**src/inc/acs_pkg.sv**
```systemverilog
// Package of constants, types and the register map for the acquisition setting selector.
`default_nettype none

package acs_pkg;

    // ==========================================================
    // Table geometry
    localparam int ACS_NGROUPS  = 10;
    localparam int ACS_GRP_W    = 4;
    localparam int ACS_PARAM_W  = 32;
    localparam int ACS_DELAY_W  = 16;
    localparam int ACS_ADDR_W   = 12;
    localparam int ACS_DATA_W   = 32;
    localparam int ACS_STRB_W   = ACS_DATA_W / 8;

    // ==========================================================
    // Timing
    localparam int ACS_CLK_PERIOD_NS = 10;
    localparam int ACS_US_NS         = 1000;
    localparam int ACS_CYC_PER_US    = (ACS_US_NS + ACS_CLK_PERIOD_NS - 1) / ACS_CLK_PERIOD_NS;
    localparam int ACS_SUB_W         = 7;

    // ==========================================================
    // Register byte offsets
    localparam logic [ACS_ADDR_W-1:0] ACS_OFF_CTRL       = 12'h000;
    localparam logic [ACS_ADDR_W-1:0] ACS_OFF_ENABLE     = 12'h004;
    localparam logic [ACS_ADDR_W-1:0] ACS_OFF_DELAY      = 12'h008;
    localparam logic [ACS_ADDR_W-1:0] ACS_OFF_STATUS     = 12'h00c;
    localparam logic [ACS_ADDR_W-1:0] ACS_OFF_TABLE      = 12'h040;
    localparam logic [ACS_ADDR_W-1:0] ACS_OFF_TABLE_END  = 12'h068;
    localparam int                    ACS_WORD_LSB       = 2;

    // ==========================================================
    // Field positions
    localparam int ACS_CTRL_MODE_BIT   = 0;
    localparam int ACS_CTRL_LAST_BIT   = 1;
    localparam int ACS_STAT_CUR_LSB    = 0;
    localparam int ACS_STAT_LAST_LSB   = 8;
    localparam int ACS_STAT_BUSY_BIT   = 16;

    // ==========================================================
    // Reset values
    localparam logic [ACS_NGROUPS-1:0] ACS_ENABLE_RST = 10'h001;
    localparam logic [ACS_DELAY_W-1:0] ACS_DELAY_RST  = 16'h0000;

    // ==========================================================
    // Bus responses
    localparam logic [1:0] ACS_RESP_OKAY   = 2'h0;
    localparam logic [1:0] ACS_RESP_SLVERR = 2'h2;

    // ==========================================================
    // Types
    typedef enum logic {
        ACS_MODE_AUTO = 1'b0,
        ACS_MODE_EXT  = 1'b1
    } acs_mode_e;

    typedef enum logic [3:0] {
        ACS_ST_IDLE  = 4'h1,
        ACS_ST_DELAY = 4'h2,
        ACS_ST_FETCH = 4'h4,
        ACS_ST_FIRE  = 4'h8
    } acs_state_e;

    typedef enum logic [3:0] {
        ACS_RD_IDLE = 4'h1,
        ACS_RD_MEM  = 4'h2,
        ACS_RD_CAP  = 4'h4,
        ACS_RD_RESP = 4'h8
    } acs_rd_state_e;

    typedef struct packed {
        logic [ACS_DELAY_W-1:0] delay_us;
        logic [ACS_NGROUPS-1:0] enable;
        logic                   start_last;
        acs_mode_e              mode;
    } acs_cfg_s;

    typedef struct packed {
        logic [ACS_GRP_W-1:0]   group;
        logic [ACS_PARAM_W-1:0] params;
    } acs_capture_s;

endpackage : acs_pkg

`default_nettype wire

```
**src/acs_top.sv**
```systemverilog
// Acquisition setting selector: picks the parameter group applied to each capture.
//
// How it works
// - A table of up to ten parameter groups is held, each selectable.
// - Automatic mode applies one group per acquisition, then advances to the next.
// - Reset leaves selection automatic, cycling through the enabled groups.
// - In automatic mode, a new reading cycle starts at the last good group or first enabled.
// - External mode ties each group to its own acquisition sequence.
// - A programmable microsecond delay separates trigger and capture start.
// - Selection works the same whatever reader operating mode is active.
// - Each sequence is started by one single event driven from outside.
//
// Chosen here: the AXI4-Lite interface to the registers and the register addresses.
`default_nettype none

module acs_top
    import acs_pkg::*;
#(
    parameter int NGROUPS = ACS_NGROUPS
) (
    input  wire logic                  aclk,
    input  wire logic                  aresetn,
    // AXI4-Lite slave.
    input  wire logic                  s_axi_awvalid,
    output logic                       s_axi_awready,
    input  wire logic [ACS_ADDR_W-1:0] s_axi_awaddr,
    input  wire logic [2:0]            s_axi_awprot,
    input  wire logic                  s_axi_wvalid,
    output logic                       s_axi_wready,
    input  wire logic [ACS_DATA_W-1:0] s_axi_wdata,
    input  wire logic [ACS_STRB_W-1:0] s_axi_wstrb,
    output logic                       s_axi_bvalid,
    input  wire logic                  s_axi_bready,
    output logic      [1:0]            s_axi_bresp,
    input  wire logic                  s_axi_arvalid,
    output logic                       s_axi_arready,
    input  wire logic [ACS_ADDR_W-1:0] s_axi_araddr,
    input  wire logic [2:0]            s_axi_arprot,
    output logic                       s_axi_rvalid,
    input  wire logic                  s_axi_rready,
    output logic      [ACS_DATA_W-1:0] s_axi_rdata,
    output logic      [1:0]            s_axi_rresp,
    // Reader side.
    input  wire logic                  acq_trig,
    input  wire logic                  cycle_start,
    input  wire logic                  good_read,
    input  wire logic                  seq_event,
    input  wire logic [ACS_GRP_W-1:0]  seq_sel,
    output logic                       capture_start,
    output acs_capture_s               capture,
    output logic                       busy
);

    // ==========================================================
    // Group search and byte merge helpers
    function automatic logic [ACS_GRP_W-1:0] first_en(input logic [NGROUPS-1:0] mask);
        logic [ACS_GRP_W-1:0] r;
        r = '0;
        for (int i = NGROUPS - 1; i >= 0; i--) begin
            if (mask[i]) begin
                r = ACS_GRP_W'(i);
            end
        end
        return r;
    endfunction

    function automatic logic [ACS_GRP_W-1:0] next_en(input logic [NGROUPS-1:0] mask,
                                                     input logic [ACS_GRP_W-1:0] cur);
        logic [ACS_GRP_W-1:0] r;
        int                   idx;
        r   = cur;
        idx = 0;
        for (int k = NGROUPS - 1; k >= 1; k--) begin
            idx = (int'(cur) + k) % NGROUPS;
            if (mask[idx]) begin
                r = ACS_GRP_W'(idx);
            end
        end
        return r;
    endfunction

    function automatic logic [ACS_DATA_W-1:0] merge(input logic [ACS_DATA_W-1:0] old,
                                                    input logic [ACS_DATA_W-1:0] nw,
                                                    input logic [ACS_STRB_W-1:0] strb);
        logic [ACS_DATA_W-1:0] r;
        r = old;
        for (int b = 0; b < ACS_STRB_W; b++) begin
            if (strb[b]) begin
                r[b*8 +: 8] = nw[b*8 +: 8];
            end
        end
        return r;
    endfunction

    // ==========================================================
    // State declarations
    logic                   aw_held_reg, aw_held_next;
    logic [ACS_ADDR_W-1:0]  aw_addr_reg, aw_addr_next;
    logic                   w_held_reg, w_held_next;
    logic [ACS_DATA_W-1:0]  w_data_reg, w_data_next;
    logic [ACS_STRB_W-1:0]  w_strb_reg, w_strb_next;
    logic                   bvalid_reg, bvalid_next;
    logic [1:0]             bresp_reg, bresp_next;
    acs_cfg_s               cfg_reg, cfg_next;
    logic                   mem_wr_en;

    acs_rd_state_e          rd_state_reg, rd_state_next;
    logic [ACS_ADDR_W-1:0]  ar_addr_reg, ar_addr_next;
    logic [ACS_DATA_W-1:0]  rdata_reg, rdata_next;
    logic [1:0]             rresp_reg, rresp_next;

    acs_state_e             state_reg, state_next;
    logic [ACS_GRP_W-1:0]   cur_reg, cur_next;
    logic [ACS_GRP_W-1:0]   sel_reg, sel_next;
    logic [ACS_GRP_W-1:0]   last_good_reg, last_good_next;
    logic [ACS_DELAY_W-1:0] us_left_reg, us_left_next;
    logic [ACS_SUB_W-1:0]   sub_reg, sub_next;
    logic                   fire_reg, fire_next;
    acs_capture_s           cap_reg, cap_next;

    logic                   mem_rd_en;
    logic [ACS_GRP_W-1:0]   mem_rd_addr;
    logic [ACS_PARAM_W-1:0] mem_rd_data;
    logic                   axi_mem_rd;
    logic [ACS_DATA_W-1:0]  rd_word;
    logic                   rd_mapped;
    logic                   wr_table;

    localparam logic [ACS_SUB_W-1:0] SUB_LAST = ACS_SUB_W'(ACS_CYC_PER_US - 1);

    // ==========================================================
    // Write channel and configuration registers
    assign s_axi_awready = !aw_held_reg && !bvalid_reg;
    assign s_axi_wready  = !w_held_reg && !bvalid_reg;
    assign s_axi_bvalid  = bvalid_reg;
    assign s_axi_bresp   = bresp_reg;
    assign wr_table      = (aw_addr_reg >= ACS_OFF_TABLE) && (aw_addr_reg < ACS_OFF_TABLE_END);

    always_comb begin
        aw_held_next = aw_held_reg;
        aw_addr_next = aw_addr_reg;
        w_held_next  = w_held_reg;
        w_data_next  = w_data_reg;
        w_strb_next  = w_strb_reg;
        bvalid_next  = bvalid_reg;
        bresp_next   = bresp_reg;
        cfg_next     = cfg_reg;
        mem_wr_en    = 1'b0;
        if (s_axi_awvalid && s_axi_awready) begin
            aw_held_next = 1'b1;
            aw_addr_next = s_axi_awaddr;
        end
        if (s_axi_wvalid && s_axi_wready) begin
            w_held_next = 1'b1;
            w_data_next = s_axi_wdata;
            w_strb_next = s_axi_wstrb;
        end
        if (bvalid_reg && s_axi_bready) begin
            bvalid_next = 1'b0;
        end
        if (aw_held_reg && w_held_reg && !bvalid_reg) begin
            aw_held_next = 1'b0;
            w_held_next  = 1'b0;
            bvalid_next  = 1'b1;
            bresp_next   = ACS_RESP_OKAY;
            if (aw_addr_reg == ACS_OFF_CTRL) begin
                if (w_strb_reg[0]) begin
                    cfg_next.mode       = acs_mode_e'(w_data_reg[ACS_CTRL_MODE_BIT]);
                    cfg_next.start_last = w_data_reg[ACS_CTRL_LAST_BIT];
                end
            end else if (aw_addr_reg == ACS_OFF_ENABLE) begin
                cfg_next.enable = NGROUPS'(merge(ACS_DATA_W'(cfg_reg.enable),
                                                 w_data_reg, w_strb_reg));
            end else if (aw_addr_reg == ACS_OFF_DELAY) begin
                cfg_next.delay_us = ACS_DELAY_W'(merge(ACS_DATA_W'(cfg_reg.delay_us),
                                                       w_data_reg, w_strb_reg));
            end else if (aw_addr_reg == ACS_OFF_STATUS) begin
                bresp_next = ACS_RESP_OKAY;
            end else if (wr_table) begin
                mem_wr_en = 1'b1;
            end else begin
                bresp_next = ACS_RESP_SLVERR;
            end
        end
    end

    always_ff @(posedge aclk) begin
        if (!aresetn) begin
            aw_held_reg <= 1'b0;
            aw_addr_reg <= '0;
            w_held_reg  <= 1'b0;
            w_data_reg  <= '0;
            w_strb_reg  <= '0;
            bvalid_reg  <= 1'b0;
            bresp_reg   <= ACS_RESP_OKAY;
            cfg_reg     <= '{delay_us: ACS_DELAY_RST, enable: ACS_ENABLE_RST,
                             start_last: 1'b0, mode: ACS_MODE_AUTO};
        end else begin
            aw_held_reg <= aw_held_next;
            aw_addr_reg <= aw_addr_next;
            w_held_reg  <= w_held_next;
            w_data_reg  <= w_data_next;
            w_strb_reg  <= w_strb_next;
            bvalid_reg  <= bvalid_next;
            bresp_reg   <= bresp_next;
            cfg_reg     <= cfg_next;
        end
    end

    // ==========================================================
    // Read channel
    assign s_axi_arready = (rd_state_reg == ACS_RD_IDLE);
    assign s_axi_rvalid  = (rd_state_reg == ACS_RD_RESP);
    assign s_axi_rdata   = rdata_reg;
    assign s_axi_rresp   = rresp_reg;
    // The capture engine owns the table read port while fetching; bus reads wait a cycle.
    assign axi_mem_rd    = (rd_state_reg == ACS_RD_MEM) && (state_reg != ACS_ST_FETCH);

    always_comb begin
        rd_word   = '0;
        rd_mapped = 1'b1;
        if (ar_addr_reg == ACS_OFF_CTRL) begin
            rd_word[ACS_CTRL_MODE_BIT] = cfg_reg.mode;
            rd_word[ACS_CTRL_LAST_BIT] = cfg_reg.start_last;
        end else if (ar_addr_reg == ACS_OFF_ENABLE) begin
            rd_word[NGROUPS-1:0] = cfg_reg.enable;
        end else if (ar_addr_reg == ACS_OFF_DELAY) begin
            rd_word[ACS_DELAY_W-1:0] = cfg_reg.delay_us;
        end else if (ar_addr_reg == ACS_OFF_STATUS) begin
            rd_word[ACS_STAT_CUR_LSB +: ACS_GRP_W]  = cur_reg;
            rd_word[ACS_STAT_LAST_LSB +: ACS_GRP_W] = last_good_reg;
            rd_word[ACS_STAT_BUSY_BIT]              = (state_reg != ACS_ST_IDLE);
        end else begin
            rd_mapped = 1'b0;
        end
    end

    always_comb begin
        rd_state_next = rd_state_reg;
        ar_addr_next  = ar_addr_reg;
        rdata_next    = rdata_reg;
        rresp_next    = rresp_reg;
        case (rd_state_reg)
            ACS_RD_IDLE: begin
                if (s_axi_arvalid) begin
                    ar_addr_next = s_axi_araddr;
                    if ((s_axi_araddr >= ACS_OFF_TABLE) && (s_axi_araddr < ACS_OFF_TABLE_END)) begin
                        rd_state_next = ACS_RD_MEM;
                    end else begin
                        rd_state_next = ACS_RD_CAP;
                    end
                end
            end
            ACS_RD_MEM: begin
                if (axi_mem_rd) begin
                    rd_state_next = ACS_RD_CAP;
                end
            end
            ACS_RD_CAP: begin
                rd_state_next = ACS_RD_RESP;
                rresp_next    = ACS_RESP_OKAY;
                if ((ar_addr_reg >= ACS_OFF_TABLE) && (ar_addr_reg < ACS_OFF_TABLE_END)) begin
                    rdata_next = mem_rd_data;
                end else begin
                    rdata_next = rd_word;
                    if (!rd_mapped) begin
                        rresp_next = ACS_RESP_SLVERR;
                    end
                end
            end
            ACS_RD_RESP: begin
                if (s_axi_rready) begin
                    rd_state_next = ACS_RD_IDLE;
                end
            end
            default: begin
                rd_state_next = ACS_RD_IDLE;
            end
        endcase
    end

    always_ff @(posedge aclk) begin
        if (!aresetn) begin
            rd_state_reg <= ACS_RD_IDLE;
            ar_addr_reg  <= '0;
            rdata_reg    <= '0;
            rresp_reg    <= ACS_RESP_OKAY;
        end else begin
            rd_state_reg <= rd_state_next;
            ar_addr_reg  <= ar_addr_next;
            rdata_reg    <= rdata_next;
            rresp_reg    <= rresp_next;
        end
    end

    // ==========================================================
    // Capture engine
    assign mem_rd_en     = (state_reg == ACS_ST_FETCH) || axi_mem_rd;
    assign mem_rd_addr   = (state_reg == ACS_ST_FETCH) ? sel_reg :
                           ACS_GRP_W'(ar_addr_reg[ACS_ADDR_W-1:ACS_WORD_LSB] -
                                      ACS_OFF_TABLE[ACS_ADDR_W-1:ACS_WORD_LSB]);
    assign capture_start = fire_reg;
    assign capture       = cap_reg;
    assign busy          = (state_reg != ACS_ST_IDLE);

    // The engine ignores any reader operating mode; only trigger, cycle, good-read and sequence events steer it.
    always_comb begin
        state_next     = state_reg;
        cur_next       = cur_reg;
        sel_next       = sel_reg;
        last_good_next = last_good_reg;
        us_left_next   = us_left_reg;
        sub_next       = sub_reg;
        fire_next      = 1'b0;
        cap_next       = cap_reg;
        case (state_reg)
            ACS_ST_IDLE: begin
                if (acq_trig) begin
                    sel_next     = cur_reg;
                    us_left_next = cfg_reg.delay_us;
                    sub_next     = '0;
                    if (cfg_reg.delay_us == '0) begin
                        state_next = ACS_ST_FETCH;
                    end else begin
                        state_next = ACS_ST_DELAY;
                    end
                end
            end
            ACS_ST_DELAY: begin
                if (sub_reg == SUB_LAST) begin
                    sub_next     = '0;
                    us_left_next = us_left_reg - 1'b1;
                    if (us_left_reg == ACS_DELAY_W'(1)) begin
                        state_next = ACS_ST_FETCH;
                    end
                end else begin
                    sub_next = sub_reg + 1'b1;
                end
            end
            ACS_ST_FETCH: begin
                state_next = ACS_ST_FIRE;
            end
            ACS_ST_FIRE: begin
                fire_next       = 1'b1;
                cap_next.group  = sel_reg;
                cap_next.params = mem_rd_data;
                state_next      = ACS_ST_IDLE;
                if (cfg_reg.mode == ACS_MODE_AUTO) begin
                    cur_next = next_en(cfg_reg.enable, sel_reg);
                end
            end
            default: begin
                state_next = ACS_ST_IDLE;
            end
        endcase
        if (good_read) begin
            last_good_next = cap_reg.group;
        end
        if (cfg_reg.mode == ACS_MODE_AUTO) begin
            if (cycle_start) begin
                cur_next = cfg_reg.start_last ? last_good_next : first_en(cfg_reg.enable);
            end
        end else if (seq_event && (int'(seq_sel) < NGROUPS) && cfg_reg.enable[seq_sel]) begin
            cur_next = seq_sel;
        end
    end

    always_ff @(posedge aclk) begin
        if (!aresetn) begin
            state_reg     <= ACS_ST_IDLE;
            cur_reg       <= '0;
            sel_reg       <= '0;
            last_good_reg <= '0;
            us_left_reg   <= '0;
            sub_reg       <= '0;
            fire_reg      <= 1'b0;
            cap_reg       <= '0;
        end else begin
            state_reg     <= state_next;
            cur_reg       <= cur_next;
            sel_reg       <= sel_next;
            last_good_reg <= last_good_next;
            us_left_reg   <= us_left_next;
            sub_reg       <= sub_next;
            fire_reg      <= fire_next;
            cap_reg       <= cap_next;
        end
    end

    // ==========================================================
    // Parameter group table
    acs_param_mem #(
        .DEPTH  (NGROUPS),
        .DATA_W (ACS_PARAM_W),
        .ADDR_W (ACS_GRP_W)
    ) u_mem (
        .aclk    (aclk),
        .wr_en   (mem_wr_en),
        .wr_addr (ACS_GRP_W'(aw_addr_reg[ACS_ADDR_W-1:ACS_WORD_LSB] -
                             ACS_OFF_TABLE[ACS_ADDR_W-1:ACS_WORD_LSB])),
        .wr_data (w_data_reg),
        .wr_strb (w_strb_reg),
        .rd_en   (mem_rd_en),
        .rd_addr (mem_rd_addr),
        .rd_data (mem_rd_data)
    );

endmodule // acs_top

`default_nettype wire

```
**src/acs_param_mem.sv**
```systemverilog
// Parameter group table with byte-enabled write and registered read data.
`default_nettype none

module acs_param_mem
    import acs_pkg::*;
#(
    parameter int DEPTH  = ACS_NGROUPS,
    parameter int DATA_W = ACS_PARAM_W,
    parameter int ADDR_W = ACS_GRP_W
) (
    input  wire logic              aclk,
    input  wire logic              wr_en,
    input  wire logic [ADDR_W-1:0] wr_addr,
    input  wire logic [DATA_W-1:0] wr_data,
    input  wire logic [DATA_W/8-1:0] wr_strb,
    input  wire logic              rd_en,
    input  wire logic [ADDR_W-1:0] rd_addr,
    output logic      [DATA_W-1:0] rd_data
);

    // ==========================================================
    // Storage
    logic [DATA_W-1:0] mem [DEPTH];

    always_ff @(posedge aclk) begin
        if (wr_en && (int'(wr_addr) < DEPTH)) begin
            for (int b = 0; b < DATA_W / 8; b++) begin
                if (wr_strb[b]) begin
                    mem[wr_addr][b*8 +: 8] <= wr_data[b*8 +: 8];
                end
            end
        end
        if (rd_en) begin
            rd_data <= (int'(rd_addr) < DEPTH) ? mem[rd_addr] : '0;
        end
    end

endmodule // acs_param_mem

`default_nettype wire

```
**config.mk**
```make
export PLATFORM = sky130hd
export DESIGN_NAME = acs_top
export DESIGN_NICKNAME = d
export VERILOG_FILES = /design/src/inc/acs_pkg.sv /design/src/acs_top.sv /design/src/acs_param_mem.sv
export SDC_FILE = /design/constraint.sdc
export NUM_CORES = 1
export LEC_CHECK = 0
export BUFFER_PORTS_ARGS = -buffer_cell sky130_fd_sc_hd__buf_2
export CAP_MARGIN = 10
export CORE_MARGIN = 4
export CORE_UTILIZATION = 66
export DETAILED_ROUTE_END_ITERATION = 8
export GPL_TIMING_DRIVEN = 0
export PLACE_DENSITY_LB_ADDON = 0.12
export RECOVER_POWER = 50
export SYNTH_ARGS = -nofsm -noshare
export SYNTH_HDL_FRONTEND = slang
export SYNTH_SLANG_ARGS = --single-unit
```
**constraint.sdc**
```tcl
create_clock -name aclk -period 11.5 [get_ports aclk]
set_clock_uncertainty 0.1 [all_clocks]
set_input_delay 0.575 -clock aclk [delete_from_list [all_inputs] [get_ports aclk]]
set_output_delay 0.575 -clock aclk [all_outputs]
set_load 0.01 [all_outputs]
```
==> results.py <==
metrics = {
    "status": {
        "outcome": "finished, final reports clean",
    },
    "timing": {
        "hold_viol": 0,
        "post-route-period-util_pct": 50.0,
        "drv_slew": 0,
        "worst_slack_ps": 5750,
        "max_freq_ghz": 0.174,
        "setup_violations": 0,
        "slew_headroom_pct": 15.5,
        "period_needed_ps": 5750,
        "rsz0062_at_grt": "no",
        "holdWs_ps": 84.1,
        "tns_ps": 0,
        "tightest_slew_ps": 1230,
    },
    "worst_setup_path": {
        "r2r-end": "cur_reg[2]",
        "critical_path_required_ps": 11910,
        "rr_worst_depth": 20,
        "arrival_ps": 6160,
        "critPathCaptureType": "flip-flop",
        "path_class": "reg2reg",
        "r2r-start": "sel_reg[0]",
        "crit_fanout": 10,
        "rrSetupSlack_ps": 5750,
        "start_kind": "flip-flop",
    },
    "worst_hold_path": {
        "worstHoldStart": "s_axi_wdata[20]",
        "hold_path_depth": 3,
        "hold_path_class": "in2reg",
        "holdPathEnd": "w_data_reg[20]",
    },
    "global_routing": {
        "grt_overflow": 0,
        "grt_pass1_wl_mm": 111,
        "antenna_found_initial": 1,
        "grt_max_degree": 33,
        "gr-usage-all-layers_pct": 35.0,
        "grt_pass1_vias": 18967,
    },
    "detailed_routing": {
        "dr.first_iter.drc_count": 2507,
        "wl_met1_mm": 28.6,
        "wl_per_cell_um": 24.1,
        "wl_met3_mm": 7.79,
        "vias": 19736,
        "top_layer": "met5",
        "first_pass_iters": 6,
        "ant_nets": 0,
        "drc_errors": 0,
        "met2_length_mm": 34.7,
        "wl_mm": 73.7,
        "drt-vias-per-instance": 6.46,
    },
    "synthesis": {
        "synth_most_common_cell": "nand2_1",
        "async_flop_share_pct": 0,
        "syn_area_sq_um": 25300,
        "synth_top_cell_by_area": "edfxtp_1",
        "synth_seq_area_share_pct": 58.0,
        "synth_top_area_share_pct": 41.8,
        "ys.flop_type": "edfxtp_1",
        "ys_top_cells_by_area": "edfxtp_1 42%, dfxtp_1 16%, nand2_1 5.6%",
        "synthDistinctLibCells": 97,
        "ys_ff_latch": 557,
        "synth_common_cells": "377 x nand2_1, 352 x edfxtp_1, 205 x dfxtp_1",
        "netlist_instances": 2285,
        "synth-edff-count": 352,
        "ys_warn_count": 0,
        "avgSynthCellArea_sq_um": 11.1,
    },
    "cts": {
        "cts-root-buf": "clkbuf_16",
        "clk_pin_slew_ps": 60,
        "ctsHtreeMaxLevel": 2,
        "ctsResizeCount": 0,
        "cts_setup_buffers": 0,
        "cts_hold_buf": 0,
        "cts_buffers": 54,
        "clkLatencyLatePin_ps": 630,
        "clock-sinks": 557,
        "cts_buffer_depth": 3,
        "cts_tree": "built",
    },
    "power": {
        "pwr-share-comb_pct": 12.0,
        "irDropWorstVdd_uv": 207,
        "clockPowerShare_pct": 39.3,
        "netSwitchingFraction_pct": 25.7,
        "p_int_mw": 3.41,
        "p_leak_nw": 10.2,
        "power_frac_seq_pct": 48.7,
        "switching_power_mw": 1.18,
        "powerDensity_nw_per_um2": 161,
    },
    "place": {
        "place_hpwl_mm": 52.5,
        "port_buffers": 151,
        "place_ws_ps": 5920,
        "gp_congestion": 0.978,
        "placed_area_sq_um": 26700,
    },
    "final_layout": {
        "fin_area_sq_um": 28500,
        "top_register": "u_mem.mem",
        "fin_util_pct": 75.4,
        "syn_to_final_growth_pct": 12.5,
        "largest_reg_flops": 320,
        "antennaDiodeCount": 0,
        "drive_above_1_share_pct": 11.1,
        "fillers": 2484,
        "nNetsFinal": 2616,
    },
    "floorplanning": {
        "io_pins": 160,
        "die_area_sq_um": 41500,
        "start_util_pct": 67.0,
        "core_area_sq_um": 37800,
        "num_rows": 71,
        "die-height_um": 204,
        "fp.dieW_um": 204,
    },
    "flow_run": {
        "cap_violations": 0,
    },
}
final cells by class:
| class | count | area, sq um | area share (%) |
|---|---|---|---|
| Sequential cell | 557 | 14700 | 51.5 |
| Multi-Input combinational cell | 1547 | 9900 | 34.8 |
| Clock buffer | 82 | 1610 | 5.65 |
| Timing Repair Buffer | 155 | 684 | 2.40 |
| Tap cell | 511 | 639 | 2.24 |
| Buffer | 144 | 591 | 2.07 |
| Clock inverter | 20 | 239 | 0.839 |
| Inverter | 38 | 143 | 0.501 |
worst max-delay path, stage by stage, from the launching register on:
cell       delay (ps)
dfxtp_1           460
buf_4             220
buf_2             300
clkbuf_1          520
buf_2             360
inv_1             180
ha_1              220
buf_2             200
xor2_1            430
nand2_1           110
ha_1              290
nor2b_1           210
or2_2             180
o211ai_2          170
o211a_1           190
o41ai_1           480
o32ai_2           290
mux2i_1           180
a311oi_1          300
o31ai_1           140
a2bb2oi_1         160
kinds of logic after synthesis:
logic type | count (synthesis) | synth area share [%]
AND/OR/NAND/NOR | 798 | 14.2
other | 1 | 0.0148
multiplexers | 185 | 9.35
flip-flops | 557 | 58.0
adder cells (fa/ha/maj) | 40 | 1.96
AO/OA/AOI/OAI | 493 | 12.5
XOR/XNOR | 29 | 1.09
buffers and inverters | 182 | 2.91
how the worst max path moves through the flow:
stage,startpoint,to,cells past startpoint
finish,sel_reg[0],cur_reg[2],20
global route,sel_reg[1],cur_reg[3],18
CTS,sel_reg[0],cur_reg[2],20
detailed placement,sel_reg[0],cur_reg[1],20
global placement,sel_reg[0],cur_reg[1],20
floorplan,sel_reg[1],cur_reg[1],16
layer usage:
layer,track usage (%),vias up
met2,56.6,1215
met5,0,-
met3,6.65,191
li1,-,8856
met1,48.5,9472
met4,11.2,2
cell usage in the layout (no fill, tap or decap), types with 39 or more instances in the layout:
cell type,Yosys,layout
dfxtp_1,205,205
o22ai_1,45,45
a21oi_1,184,184
nor3_1,41,41
clkbuf_1,114,209
nand2_1,377,377
nor2_1,181,181
clkbuf_16,0,56
a31oi_1,41,41
edfxtp_1,352,352
a211oi_1,53,53
nand3_1,42,42
mux2i_1,122,122
o21ai_0,57,57
buf_2,13,88
and2_1,45,39
per-stage QoR:
stage	cells	total power [mW]
after floorplan	2286	2.62
after global placement	2948	2.79
after detailed placement	2951	2.81
after CTS	3053	4.58
after global routing	3054	4.73
final	3054	4.59
power groups by stage:
stage	logic [mW]	clock network, mW	registers [mW]
3_3_place_gp	0.522	0	2.27
2_1_floorplan	0.364	0	2.25
5_1_grt	0.595	1.89	2.24
6_report	0.553	1.81	2.23
4_1_cts	0.543	1.81	2.23
3_5_place_dp	0.535	0	2.27
(Power assumes the default switching activity.)
